==> config.mk <==
export PLATFORM = sky130hd
export DESIGN_NAME = smm_status_mux
export DESIGN_NICKNAME = d
export VERILOG_FILES = /design/src/shared/smm_pkg.sv /design/src/hw/smm_status_mux.sv
export VERILOG_INCLUDE_DIRS = /design/src /design/src/shared
export SDC_FILE = /design/constraint.sdc
export NUM_CORES = 1
export LEC_CHECK = 0
export ABC_AREA = 1
export ABC_CLOCK_PERIOD_IN_PS = 2150
export BUFFER_PORTS_ARGS = -buffer_cell sky130_fd_sc_hd__buf_4
export CORE_MARGIN = 4
export CORE_UTILIZATION = 28
export CTS_CLUSTER_DIAMETER = 120
export DETAILED_ROUTE_END_ITERATION = 10
export SETUP_SLACK_MARGIN = 0.5
export SLEW_MARGIN = 20
export SYNTH_ARGS = -nofsm -noshare
export SYNTH_HDL_FRONTEND = slang
export SYNTH_SLANG_ARGS = --single-unit
==> constraint.sdc <==
create_clock -name clock_i -period 2.15 [get_ports clock_i]
set_clock_uncertainty 0.05 [all_clocks]
set_input_delay 0.1075 -clock clock_i [delete_from_list [all_inputs] [get_ports clock_i]]
set_output_delay 0.1075 -clock clock_i [all_outputs]
set_load 0.01 [all_outputs]
==> src/shared/smm_cfg.svh <==
// offsets, field layout, reset values and select codes of the status monitor mux
`ifndef SMM_CFG_SVH
`define SMM_CFG_SVH

// ************************************************************
// register map
// ************************************************************
`define SMM_ADDR_W 10
`define SMM_OFS_SEL0 10'h230
`define SMM_OFS_SEL1 10'h231
`define SMM_SEL_MSB 5
`define SMM_SEL_W 6
`define SMM_SEL_RST 6'h00

// ************************************************************
// select codes
// ************************************************************
`define SMM_C_GND 6'h00
`define SMM_C_BOTH_LOCK 6'h01
`define SMM_C_IN_LOCK 6'h02
`define SMM_C_OUT_LOCK 6'h03
`define SMM_C_HOLDOVER 6'h04
`define SMM_C_HOLD_LOCK 6'h05
`define SMM_C_SEC_SEL 6'h06
`define SMM_C_PRI_OK 6'h07
`define SMM_C_SEC_OK 6'h08
`define SMM_C_TST_OK 6'h09
`define SMM_C_OSC_OK 6'h0a
`define SMM_C_FB_OK 6'h0b
`define SMM_C_OREF_OK 6'h0c
`define SMM_C_RSVD 6'h0d
`define SMM_C_REFS_OK 6'h0e
`define SMM_C_ALL_OK 6'h0f
`define SMM_C_FB_DIV 6'h10
`define SMM_C_DN_DIV 6'h11
`define SMM_C_REF_DIV 6'h12
`define SMM_C_UP_DIV 6'h13
`define SMM_C_LAST_GND 6'h17

// ************************************************************
// synchronised flag vector layout
// ************************************************************
`define SMM_NFLAG 13
`define SMM_F_IN_LOCK 0
`define SMM_F_OUT_LOCK 1
`define SMM_F_PRI_OK 2
`define SMM_F_SEC_OK 3
`define SMM_F_TST_OK 4
`define SMM_F_OSC_OK 5
`define SMM_F_FB_OK 6
`define SMM_F_OREF_OK 7
`define SMM_F_SEC_SEL 8
`define SMM_F_FB_CLK 9
`define SMM_F_DN 10
`define SMM_F_REF_CLK 11
`define SMM_F_UP 12

`endif

==> src/shared/smm_pkg.sv <==
// types shared by the status monitor mux
package smm_pkg;
  typedef logic [5:0] smm_sel_t;
  typedef logic [7:0] smm_byte_t;
endpackage
==> src/hw/smm_status_mux.sv <==
// status monitor mux: two select bytes steering two status pins
`timescale 1ns/1ns
`include "smm_cfg.svh"
// What this block does
// - first pin select from 0x230 bits 5:0
// - second pin select 0x231, same encoding
// - codes 1-3: both locks, input, output lock
// - code 4: both references missing
// - code 5: both missing and output lock
// - code 6: secondary reference selected
// - codes 7-12: individual clock health flags
// - code 13 reserved; 14: both references healthy
// - code 15: all health except test
// - codes 16,18: loop clocks divided by two
// - codes 17,19: detector pulses divided by two
// - health flag high means clock present
// - both references missing means holdover
module smm_status_mux (
  // clock and reset
  input wire logic clock_i,
  input wire logic srst_i,
  // register port from the serial control port
  input wire logic [`SMM_ADDR_W-1:0] reg_addr_i,
  input wire logic [7:0] reg_wdata_i,
  input wire logic reg_wr_i,
  input wire logic reg_rd_i,
  output logic [7:0] reg_rdata_o,
  // loop lock and reference state
  input wire logic input_loop_lock_i,
  input wire logic output_loop_lock_i,
  input wire logic secondary_reference_selected_i,
  // clock health, high while present
  input wire logic primary_reference_ok_i,
  input wire logic secondary_reference_ok_i,
  input wire logic test_reference_ok_i,
  input wire logic cleanup_oscillator_ok_i,
  input wire logic input_loop_feedback_ok_i,
  input wire logic output_loop_reference_ok_i,
  // dynamic input loop signals
  input wire logic input_loop_feedback_clk_i,
  input wire logic input_loop_reference_clk_i,
  input wire logic input_loop_pfd_down_i,
  input wire logic input_loop_pfd_up_i,
  // status pins
  output logic first_status_pin_o,
  output logic second_status_pin_o,
  output logic holdover_o
);

  // ************************************************************
  // registers
  // ************************************************************
  smm_pkg::smm_sel_t sel0_q;
  smm_pkg::smm_sel_t sel1_q;
  smm_pkg::smm_byte_t rdata_d;

  always_ff @(posedge clock_i) begin
    if (srst_i) begin
      sel0_q <= `SMM_SEL_RST;
    end else if (reg_wr_i && reg_addr_i == `SMM_OFS_SEL0) begin
      sel0_q <= reg_wdata_i[`SMM_SEL_MSB:0];
    end
  end

  always_ff @(posedge clock_i) begin
    if (srst_i) begin
      sel1_q <= `SMM_SEL_RST;
    end else if (reg_wr_i && reg_addr_i == `SMM_OFS_SEL1) begin
      sel1_q <= reg_wdata_i[`SMM_SEL_MSB:0];
    end
  end

  // reserved bits 7:6 and unmapped addresses read zero
  always_comb begin
    rdata_d = 8'h00;
    unique case (reg_addr_i)
      `SMM_OFS_SEL0: rdata_d = {2'b00, sel0_q};
      `SMM_OFS_SEL1: rdata_d = {2'b00, sel1_q};
      default: rdata_d = 8'h00;
    endcase
  end

  always_ff @(posedge clock_i) begin
    if (srst_i) begin
      reg_rdata_o <= 8'h00;
    end else if (reg_rd_i) begin
      reg_rdata_o <= rdata_d;
    end
  end

  // ************************************************************
  // input synchronisers
  // ************************************************************
  logic [`SMM_NFLAG-1:0] raw;
  logic [`SMM_NFLAG-1:0] s1_q;
  logic [`SMM_NFLAG-1:0] s2_q;
  logic [`SMM_NFLAG-1:0] s3_q;
  logic [`SMM_NFLAG-1:0] flt_q;
  logic [`SMM_NFLAG-1:0] flt_prev_q;

  assign raw = {input_loop_pfd_up_i, input_loop_reference_clk_i, input_loop_pfd_down_i,
                input_loop_feedback_clk_i, secondary_reference_selected_i,
                output_loop_reference_ok_i, input_loop_feedback_ok_i,
                cleanup_oscillator_ok_i, test_reference_ok_i, secondary_reference_ok_i,
                primary_reference_ok_i, output_loop_lock_i, input_loop_lock_i};

  // a flag only moves once two stages agree, so a metastable sample never
  // reaches the mux and a one-cycle input glitch cannot reach a pin
  genvar gi;
  generate
    for (gi = 0; gi < `SMM_NFLAG; gi++) begin : g_sync
      always_ff @(posedge clock_i) begin
        if (srst_i) begin
          s1_q[gi] <= 1'b0;
          s2_q[gi] <= 1'b0;
          s3_q[gi] <= 1'b0;
          flt_q[gi] <= 1'b0;
          flt_prev_q[gi] <= 1'b0;
        end else begin
          s1_q[gi] <= raw[gi];
          s2_q[gi] <= s1_q[gi];
          s3_q[gi] <= s2_q[gi];
          if (s2_q[gi] == s3_q[gi]) begin
            flt_q[gi] <= s3_q[gi];
          end
          flt_prev_q[gi] <= flt_q[gi];
        end
      end
    end
  endgenerate

  // ************************************************************
  // divide-by-two of the dynamic signals
  // ************************************************************
  // limitation: signals faster than a quarter of clock_i alias
  logic fb_div_q;
  logic dn_div_q;
  logic ref_div_q;
  logic up_div_q;
  logic [`SMM_NFLAG-1:0] rise;

  assign rise = flt_q & ~flt_prev_q;

  always_ff @(posedge clock_i) begin
    if (srst_i) begin
      fb_div_q <= 1'b0;
      ref_div_q <= 1'b0;
    end else begin
      fb_div_q <= fb_div_q ^ rise[`SMM_F_FB_CLK];
      ref_div_q <= ref_div_q ^ rise[`SMM_F_REF_CLK];
    end
  end

  always_ff @(posedge clock_i) begin
    if (srst_i) begin
      dn_div_q <= 1'b0;
      up_div_q <= 1'b0;
    end else begin
      dn_div_q <= dn_div_q ^ rise[`SMM_F_DN];
      up_div_q <= up_div_q ^ rise[`SMM_F_UP];
    end
  end

  // ************************************************************
  // combined conditions
  // ************************************************************
  logic both_lock;
  logic both_missing;
  logic refs_ok;
  logic all_ok;

  assign both_lock = flt_q[`SMM_F_IN_LOCK] & flt_q[`SMM_F_OUT_LOCK];
  // health flags are high while the clock is present
  assign both_missing = ~flt_q[`SMM_F_PRI_OK] & ~flt_q[`SMM_F_SEC_OK];
  assign refs_ok = flt_q[`SMM_F_PRI_OK] & flt_q[`SMM_F_SEC_OK];
  assign all_ok = refs_ok & flt_q[`SMM_F_OSC_OK] & flt_q[`SMM_F_FB_OK]
                  & flt_q[`SMM_F_OREF_OK];

  // ************************************************************
  // selection
  // ************************************************************
  function automatic logic pick(input smm_pkg::smm_sel_t code);
    logic v;
    v = 1'b0;
    unique case (code)
      `SMM_C_BOTH_LOCK: v = both_lock;
      `SMM_C_IN_LOCK: v = flt_q[`SMM_F_IN_LOCK];
      `SMM_C_OUT_LOCK: v = flt_q[`SMM_F_OUT_LOCK];
      `SMM_C_HOLDOVER: v = both_missing;
      `SMM_C_HOLD_LOCK: v = both_missing & flt_q[`SMM_F_OUT_LOCK];
      `SMM_C_SEC_SEL: v = flt_q[`SMM_F_SEC_SEL];
      `SMM_C_PRI_OK: v = flt_q[`SMM_F_PRI_OK];
      `SMM_C_SEC_OK: v = flt_q[`SMM_F_SEC_OK];
      `SMM_C_TST_OK: v = flt_q[`SMM_F_TST_OK];
      `SMM_C_OSC_OK: v = flt_q[`SMM_F_OSC_OK];
      `SMM_C_FB_OK: v = flt_q[`SMM_F_FB_OK];
      `SMM_C_OREF_OK: v = flt_q[`SMM_F_OREF_OK];
      `SMM_C_REFS_OK: v = refs_ok;
      `SMM_C_ALL_OK: v = all_ok;
      `SMM_C_FB_DIV: v = fb_div_q;
      `SMM_C_DN_DIV: v = dn_div_q;
      `SMM_C_REF_DIV: v = ref_div_q;
      `SMM_C_UP_DIV: v = up_div_q;
      // ground, reserved 0x0d, 0x14..0x17 and everything above
      default: v = 1'b0;
    endcase
    return v;
  endfunction

  // registered pins: a select write changes the pin on a clock edge only
  always_ff @(posedge clock_i) begin
    if (srst_i) begin
      first_status_pin_o <= 1'b0;
      second_status_pin_o <= 1'b0;
    end else begin
      first_status_pin_o <= pick(sel0_q);
      second_status_pin_o <= pick(sel1_q);
    end
  end

  always_ff @(posedge clock_i) begin
    if (srst_i) begin
      holdover_o <= 1'b0;
    end else begin
      holdover_o <= both_missing;
    end
  end
endmodule

Yosys cells after proc, flatten, opt, wreduce, memory -nomap -nowiden

Cells that the tools add are included.

Input port bits: 35
Word-level logic and storage cells: 146
Flip-flop bits (word level): 92
Output and inout bits: 11

Eq/ne operators: 51
Bitwise gates (word level): 15
Multiplexer cells: 3
Reductions and logical operators: 2

Operators with widths:

| operator                                                               | count |
|---|---|
| 6-bit by 4-bit equality test with 1-bit output (second input constant) | 14 |
| 6-bit by 3-bit equality test with 1-bit output (second input constant) | 8 |
| 6-bit by 5-bit equality test with 1-bit output (second input constant) | 8 |
| 1-bit one-hot mux with 18 select lines                                 | 2 |
| 6-bit by 2-bit equality test with 1-bit output (second input constant) | 4 |
| 10-bit equality test (second input constant)                           | 2 |
| 13-bit AND                                                             | 1 |
| 1-bit equality test                                                    | 13 |
| 13-bit inverter                                                        | 1 |
| 6-bit by 1-bit equality test with 1-bit output (second input constant) | 2 |
| 6-bit one-hot mux with 2 select lines                                  | 1 |
| 1-bit AND                                                              | 7 |
| 1-bit XOR                                                              | 4 |
| 1-bit logical AND                                                      | 2 |
| 1-bit inverter                                                         | 2 |

Longest topological paths before layout

Gate-level depths: netlist of the first run.

Depth after elaboration: 5
Gate-level depth with buffers: 10
Mapped depth without buffers: 10

Least setup slack after synthesis of the first run

Ideal clock, no wire load.

Path kind: flip-flop to flip-flop
Start point: register sel1_q[2]
End point: register second_status_pin_o
Required time: 1972 ps
Period minus slack after synthesis: 1142 ps
Slack: 1008 ps
Arrival time: 965 ps
Stages on the path, launching flop included: 10
Path buffers: 1
Setup time: 128 ps
Path through: dfxtp_1 > buf_2 > inv_1 > nand3_1 > nand2_1 > nand2_1 > nand2_1 > nand3b_1 > nor2_1 > nor2_1

Longest elaborated chain between the ends: 2
Elaborated cells between the ends (all ways): 19
Those cells by class: eq/ne (18); mux (1)

Ends and longest elaborated chain:

| element                                                                | line                  | RTL |
|---|---|---|
| start, declared                                                        | smm_status_mux.sv:54  | `smm_pkg::smm_sel_t sel1_q;` |
| start signal, assigned                                                 | smm_status_mux.sv:67  | `` sel1_q <= `SMM_SEL_RST; `` |
| start signal, assigned                                                 | smm_status_mux.sv:69  | `` sel1_q <= reg_wdata_i[`SMM_SEL_MSB:0]; `` |
| 6-bit by 5-bit equality test with 1-bit output (tied with other cells) | smm_status_mux.sv:185 | `unique case (code)` |
| 1-bit one-hot mux with 18 select lines (*)                             | smm_status_mux.sv:185 |  |
| end signal, assigned                                                   | smm_status_mux.sv:217 | `second_status_pin_o <= pick(sel1_q);` |
| end, declared                                                          | smm_status_mux.sv:46  | `output logic second_status_pin_o,` |

Every way passes the cells marked *; elsewhere a longest branch is shown, timed or not.
A chain may end at the register's enable or synchronous reset.

Final worst setup path of the first run

Same ends and word-level chain as after synthesis.

==> results.sh, run 1 <==
export IMPL_nFillCells=1217
export IMPL_clk_path_buf_depth=2
export IMPL_r2r_end="second_status_pin_o$_SDFF_PP0_"
export IMPL_die_height_um=117.7
export IMPL_initial_utilization_pct=29.00
export IMPL_dpl_hpwl_mm=5.065
export IMPL_outcome="completed"
export IMPL_drt_first_pass_iters=5
export IMPL_final_common_cell="nor2_1"
export IMPL_io_buffer_count=41
export IMPL_tns_ps=0
export IMPL_ant_nets=0
export IMPL_crit_fanout=8
export IMPL_dieArea_um2=13850
export IMPL_final_cell_area_um2=4229
export IMPL_max_cap_violations=0
export IMPL_placementRows=39
export IMPL_hold_depth=3
export IMPL_ioPinCount=46
export IMPL_grt_max_degree=68
export IMPL_p_leak_nw=1.891
export IMPL_hold_violations=0
export IMPL_rsz0062_at_grt="no"
export IMPL_clk_pin_slew_ps=60
export IMPL_seq_area_frac_synth_pct=48.14
export IMPL_crit_required_ps=2300
export IMPL_maxSlewViolCount=0
export IMPL_drt_first_iter_violations=90
export IMPL_drc=0
export IMPL_cts_root_buf="clkbuf_16"
export IMPL_timing_final_crit_share_pct=67.86
export IMPL_crit_type="reg2reg"
export IMPL_multi_input_area_um2=1360
export IMPL_synth_top_area_share_pct=48.14
export IMPL_track_usage_pct=10.74
export IMPL_fmax_mhz=685.4
export IMPL_register_area_um2=1622
export IMPL_cts_sinks=81
export IMPL_antenna_found_initial=0
export IMPL_clk_latency_ps=340
export IMPL_final_nets=545
export IMPL_period_needed_ps=1459
export IMPL_critPathLaunchType="register"
export IMPL_min_to="sel0_q[4]$_SDFFE_PP0P_"
export IMPL_synth_cell_types=25
export IMPL_r2r_setup_slack_ps=690
export IMPL_synth_area_leaders="dfxtp_1 48%, nor2_1 11%, inv_1 8.0%"
export IMPL_syn_area_um2=3368
export IMPL_vias=2833
export IMPL_ir_worst_vdd_uv=357.8
export IMPL_place_area_um2=3780
export IMPL_fp_coreArea_um2=11610
export IMPL_wl_per_cell_um=10.60
export IMPL_powerDensity_nw_per_um2=790.4
export IMPL_final_cell_mix="98 x nor2_1, 81 x dfxtp_1, 72 x inv_1"
export IMPL_grt_pass1_vias=2697
export IMPL_cts_max_level=3
export IMPL_fp_dieW_um=117.7
export IMPL_synth_area_leader_cell="dfxtp_1"
export IMPL_syn_inst=458
export IMPL_endpoint_kind="register"
export IMPL_rr_worst_depth=8
export IMPL_r2r_start="sel1_q[2]$_SDFFE_PP0P_"
export IMPL_diodes=0
export IMPL_drive_gt1_share_pct=18.06
export IMPL_post_cts_buffers=0
export IMPL_yosys_warnings=0
export IMPL_setup_viol=0
export IMPL_cts_tree="yes"
export IMPL_min_path_type="in2reg"
export IMPL_drt_total_wl_mm=6.973
export IMPL_syn2layout_area_growth_pct=25.56
export IMPL_worst_pin_slew_ps=633.4
export IMPL_synth_avg_cell_area_um2=7.354
export IMPL_min_from="reg_wdata_i[4]"
export IMPL_ys_seq_elements=81
export IMPL_grt_pass1_wl_mm=12.33
export IMPL_hold_ws_ps=8.598
export IMPL_max_slew_margin_pct=57.77
export IMPL_cp_data_arrival_time_ps=1610
export IMPL_viasPerCell=4.305
export IMPL_place_congestion=0.7912
export IMPL_gr_total_overflow=0
export IMPL_cts_buffers=9
## through the flow
| step | total power (W) | instances | setup WS, ps | util (%) |
|---|---|---|---|---|
| floorplan | 0.001676 | 459 | 1008 | - |
| global placement | 0.001745 | 629 | 616.3 | 32.55 |
| detailed placement | 0.001749 | 629 | 586.6 | 32.55 |
| CTS | 0.003382 | 658 | 681.7 | 36.41 |
| global route | 0.003473 | 658 | 522.9 | 36.41 |
| finish | 0.003342 | 658 | 690.9 | 36.41 |
## final cells by class
type                            count  share of cell area (%)
Multi-Input combinational cell    282                   32.16
Clock buffer                       10                   5.414
Sequential cell                    81                   38.34
Inverter                           81                   7.189
Clock inverter                      6                   2.130
Tap cell                          143                   4.231
Timing Repair Buffer               55                   10.53
## cells by family (layout without fill, tap and decap cells)
family / count (synthesis) / in the layout / share of synthesized area (%)
and+or+nand+nor: 230 / 230 / 29.64
AOI/OAI and AO/OA: 50 / 50 / 10.51
buffers and inverters: 96 / 152 / 11.59
other: 1 / 2 / 0.1113
DFF: 81 / 81 / 48.14
## worst max path at each step
stage	start	end	slack, ps	depth (start not counted)
after CTS	sel1_q[2]$_SDFFE_PP0P_	second_status_pin_o$_SDFF_PP0_	680	8
after floorplan	sel1_q[2]$_SDFFE_PP0P_	second_status_pin_o$_SDFF_PP0_	1010	9
final	sel1_q[2]$_SDFFE_PP0P_	second_status_pin_o$_SDFF_PP0_	690	8
after global routing	sel1_q[2]$_SDFFE_PP0P_	second_status_pin_o$_SDFF_PP0_	520	9
after detailed placement	reg_addr_i[7]	sel0_q[1]$_SDFFE_PP0P_	590	7
after global placement	reg_addr_i[3]	sel0_q[1]$_SDFFE_PP0P_	620	7
## sequential cells by signal (all words and copies together) (netlist names), 4 cells and up
| name | flops |
|---|---|
| reg_rdata_o | 6 |
| s2_q | 13 |
| flt_q | 13 |
| s1_q | 13 |
| flt_prev_q | 4 |
| sel0_q | 6 |
| s3_q | 13 |
| sel1_q | 6 |
## Yosys cell counts (all sizes together)
master,instances
nand3,48
nand4,2
o21ai,5
nand3b,5
o21bai,12
clkbuf,5
a211oi,4
nand2,64
inv,81
nor3,5
dfxtp,81
conb,1
a21oi,29
buf,10
nor2,106
## what timing repair did
| action | CTS | global route |
|---|---|---|
| hold buffers | 13 | 0 |
| endpoints found under the hold margin | 13 | 0 |
| resized for setup | 0 | 0 |
## worst max-delay path: stages (launching register included)
cell and delay (ps):
dfxtp_1 500, inv_1 160, nand3_1 100, nand2_1 60, nand2_1 60, nand2_1 40, nand3b_1 140, nor2_1 160
nor2_1 50
## per-layer routing
layer	track usage [%]	share of wire, %
met1	13.70	49
met2	16.82	44
met3	3.940	5.4
met4	3.516	1.6
met5	0	0
## power breakdown
part	switching [W]	internal (W)
combinational	0.0000839	0.0000947
sequential	0.0000148	0.00154
clock	0.000591	0.00102
Power figures use the tool's default switching activity.
==> run 2, diff against run 1 <==
--- a/config.mk
+++ b/config.mk
@@ -7,7 +7,7 @@
 export NUM_CORES = 1
 export LEC_CHECK = 0
 export ABC_AREA = 1
-export ABC_CLOCK_PERIOD_IN_PS = 2150
+export ABC_CLOCK_PERIOD_IN_PS = 1350
 export BUFFER_PORTS_ARGS = -buffer_cell sky130_fd_sc_hd__buf_4
 export CORE_MARGIN = 4
 export CORE_UTILIZATION = 28
==> constraint.sdc (replaced) <==
create_clock -name clock_i -period 1.35 [get_ports clock_i]
set_clock_uncertainty 0.05 [all_clocks]
set_input_delay 0.0675 -clock clock_i [delete_from_list [all_inputs] [get_ports clock_i]]
set_output_delay 0.0675 -clock clock_i [all_outputs]
set_load 0.01 [all_outputs]
==> run 2 against run 1 <==
Effect of this change:
- clock-buffer cell count increased by 2
- first-iteration DRC count increased by 56%
- final cell count increased by 2.6%
- utilization increased by 4.0 points
==> results.sh, run 2 (synthesis gave the netlist of run 1 again) <==
export IMPL_period_needed_ps=1209
export IMPL_crit_slowest_cell="dfxtp_4"
export IMPL_grt_use_met3_pct=4.229
export IMPL_drt_first_pass_iters=4
export IMPL_hold_ws_ps=43.62
export IMPL_startpoint="sel0_q[0]$_SDFFE_PP0P_"
export IMPL_gr_total_overflow=0
export IMPL_p_leak_nw=2.039
export IMPL_crit_required_ps=1530
export IMPL_use_met1_pct=13.70
export IMPL_io_buffer_count=41
export IMPL_use_met2_pct=16.49
export IMPL_cp_cell_sequence="inv_2, nand3_1, nand2_1, nor2_2, nor2_1, nor2_1, nand2_1, nor2_1, nor2_1"
export IMPL_dpl_hpwl_mm=4.894
export IMPL_final_cell_mix="87 x nor2_1, 64 x inv_1, 57 x nand2_1"
export IMPL_track_usage_pct=10.58
export IMPL_crit_top_cell="nor2_1"
export IMPL_cts_root_buf="clkbuf_16"
export IMPL_syn2layout_area_growth_pct=39.19
export IMPL_fmax_mhz=826.8
export IMPL_max_slew_margin_pct=66.59
export IMPL_endpoint_kind="register"
export IMPL_r2r_start="sel0_q[0]$_SDFFE_PP0P_"
export IMPL_grt_pass1_vias=2610
export IMPL_grt_pass1_wl_mm=12.13
export IMPL_drive_gt1_share_pct=30.64
export IMPL_tns_ps=0
export IMPL_min_path_type="in2reg"
export IMPL_clk_path_buf_depth=2
export IMPL_final_nets=562
export IMPL_cp_data_arrival_time_ps=1390
export IMPL_initial_utilization_pct=29.00
export IMPL_antenna_found_initial=0
export IMPL_vias=2909
export IMPL_worst_pin_slew_ps=501.2
export IMPL_cts_sinks=81
export IMPL_place_congestion=0.8258
export IMPL_ir_worst_vdd_uv=689.6
export IMPL_busiest_layer="met2"
export IMPL_powerDensity_nw_per_um2=1143
export IMPL_setup_viol=0
export IMPL_dieArea_um2=13850
export IMPL_drc=0
export IMPL_nFillCells=1173
export IMPL_fp_coreArea_um2=11610
export IMPL_placementRows=39
export IMPL_max_cap_violations=0
export IMPL_grt_max_degree=51
export IMPL_wl_per_cell_um=10.74
export IMPL_cts_tree="yes"
export IMPL_clk_pin_slew_ps=60
export IMPL_hold_violations=0
export IMPL_final_common_cell="nor2_1"
export IMPL_drt_first_iter_violations=140
export IMPL_maxSlewViolCount=0
export IMPL_cp_num_buf_inv=1
export IMPL_ioPinCount=46
export IMPL_viasPerCell=4.310
export IMPL_die_height_um=117.7
export IMPL_crit_fanout=7
export IMPL_ant_nets=0
export IMPL_critPathLaunchType="register"
export IMPL_diodes=0
export IMPL_min_from="reg_rd_i"
export IMPL_fp_dieW_um=117.7
export IMPL_timing_final_crit_share_pct=89.59
export IMPL_slowest_delay_ps=390
export IMPL_clk_latency_ps=330
export IMPL_drt_total_wl_mm=7.248
export IMPL_rsz0062_at_grt="yes"
export IMPL_outcome="completed"
export IMPL_cts_max_level=3
export IMPL_crit_type="reg2reg"
export IMPL_cts_buffers=9
export IMPL_cp_top_family="simple AND/OR/NAND/NOR gates"
[run 2: cell types whose count changed in the layout (fill, tap and decap cells not counted), sizes merged]
cell         change
dlygate4sd3      +6
buf              +9
bufinv           -1
clkbuf           +3
inv              +1
nand3            +1
clkinv           -2
[run 2: stage by stage]
| step | total power, W | setup WS, ps | instance area (µm²) | utilization, % | cells |
|---|---|---|---|---|---|
| 3_3_place_gp | 0.002798 | 70.74 | 3910 | 33.67 | 632 |
| 2_1_floorplan | 0.002673 | 293.2 | 3477 | - | 459 |
| 5_1_grt | 0.005582 | 15.15 | 4688 | 40.37 | 675 |
| 6_report | 0.005359 | 140.6 | 4688 | 40.37 | 675 |
| 3_5_place_dp | 0.002804 | 47.73 | 3910 | 33.67 | 632 |
| 4_1_cts | 0.005435 | 123.5 | 4547 | 39.15 | 669 |
[run 2: path summary, 6_finish.rpt]
check                                                endpoint  depth (start not counted)  slack [ps]
worst max-delay path            first_status_pin_o$_SDFF_PP0_                          9         140
worst min-delay path              reg_rdata_o[4]$_SDFFE_PP0P_                          4          40
worst max register to register  first_status_pin_o$_SDFF_PP0_                          9         140
worst min register to register             s2_q[4]$_SDFF_PP0_                          2         350
[run 2: power by group]
group          switching, W  internal (W)
logic              0.000153      0.000185
clock network      0.000955       0.00161
registers         0.0000254       0.00243
[run 2: layer usage]
layer	routed length [µm]	part of all wire, %
met3	432	6.0
met1	3407	47
met4	44	0.61
met2	3363	46
met5	0	0
[run 2: cell type report]
| class | instances | area, µm² | share of cell area (%) |
|---|---|---|---|
| clock inverters | 4 | 55.05 | 1.174 |
| inverters | 81 | 316.6 | 6.752 |
| repair buffers | 71 | 680.7 | 14.52 |
| clock buffers | 12 | 267.8 | 5.711 |
| well taps | 143 | 178.9 | 3.816 |
| flip-flops and latches | 81 | 1683 | 35.90 |
| multi-input cells | 283 | 1506 | 32.13 |
[run 2: what timing repair did]
action | 4_1_cts | 5_1_grt
pin swaps | 5 | 8
setup endpoints to repair | 17 | 27
cloned | 0 | 2
setup buffers | 2 | 4
hold endpoints to repair | 24 | 0
hold buffers | 19 | 0
resized for setup | 40 | 23
[run 2: worst reg2reg max path: stages (launching register included)]
cell and delay, ps:
dfxtp_4 390, inv_2 60, nand3_1 60, nand2_1 70
nor2_2 110, nor2_1 50, nor2_1 80, nand2_1 70
nor2_1 120, nor2_1 60
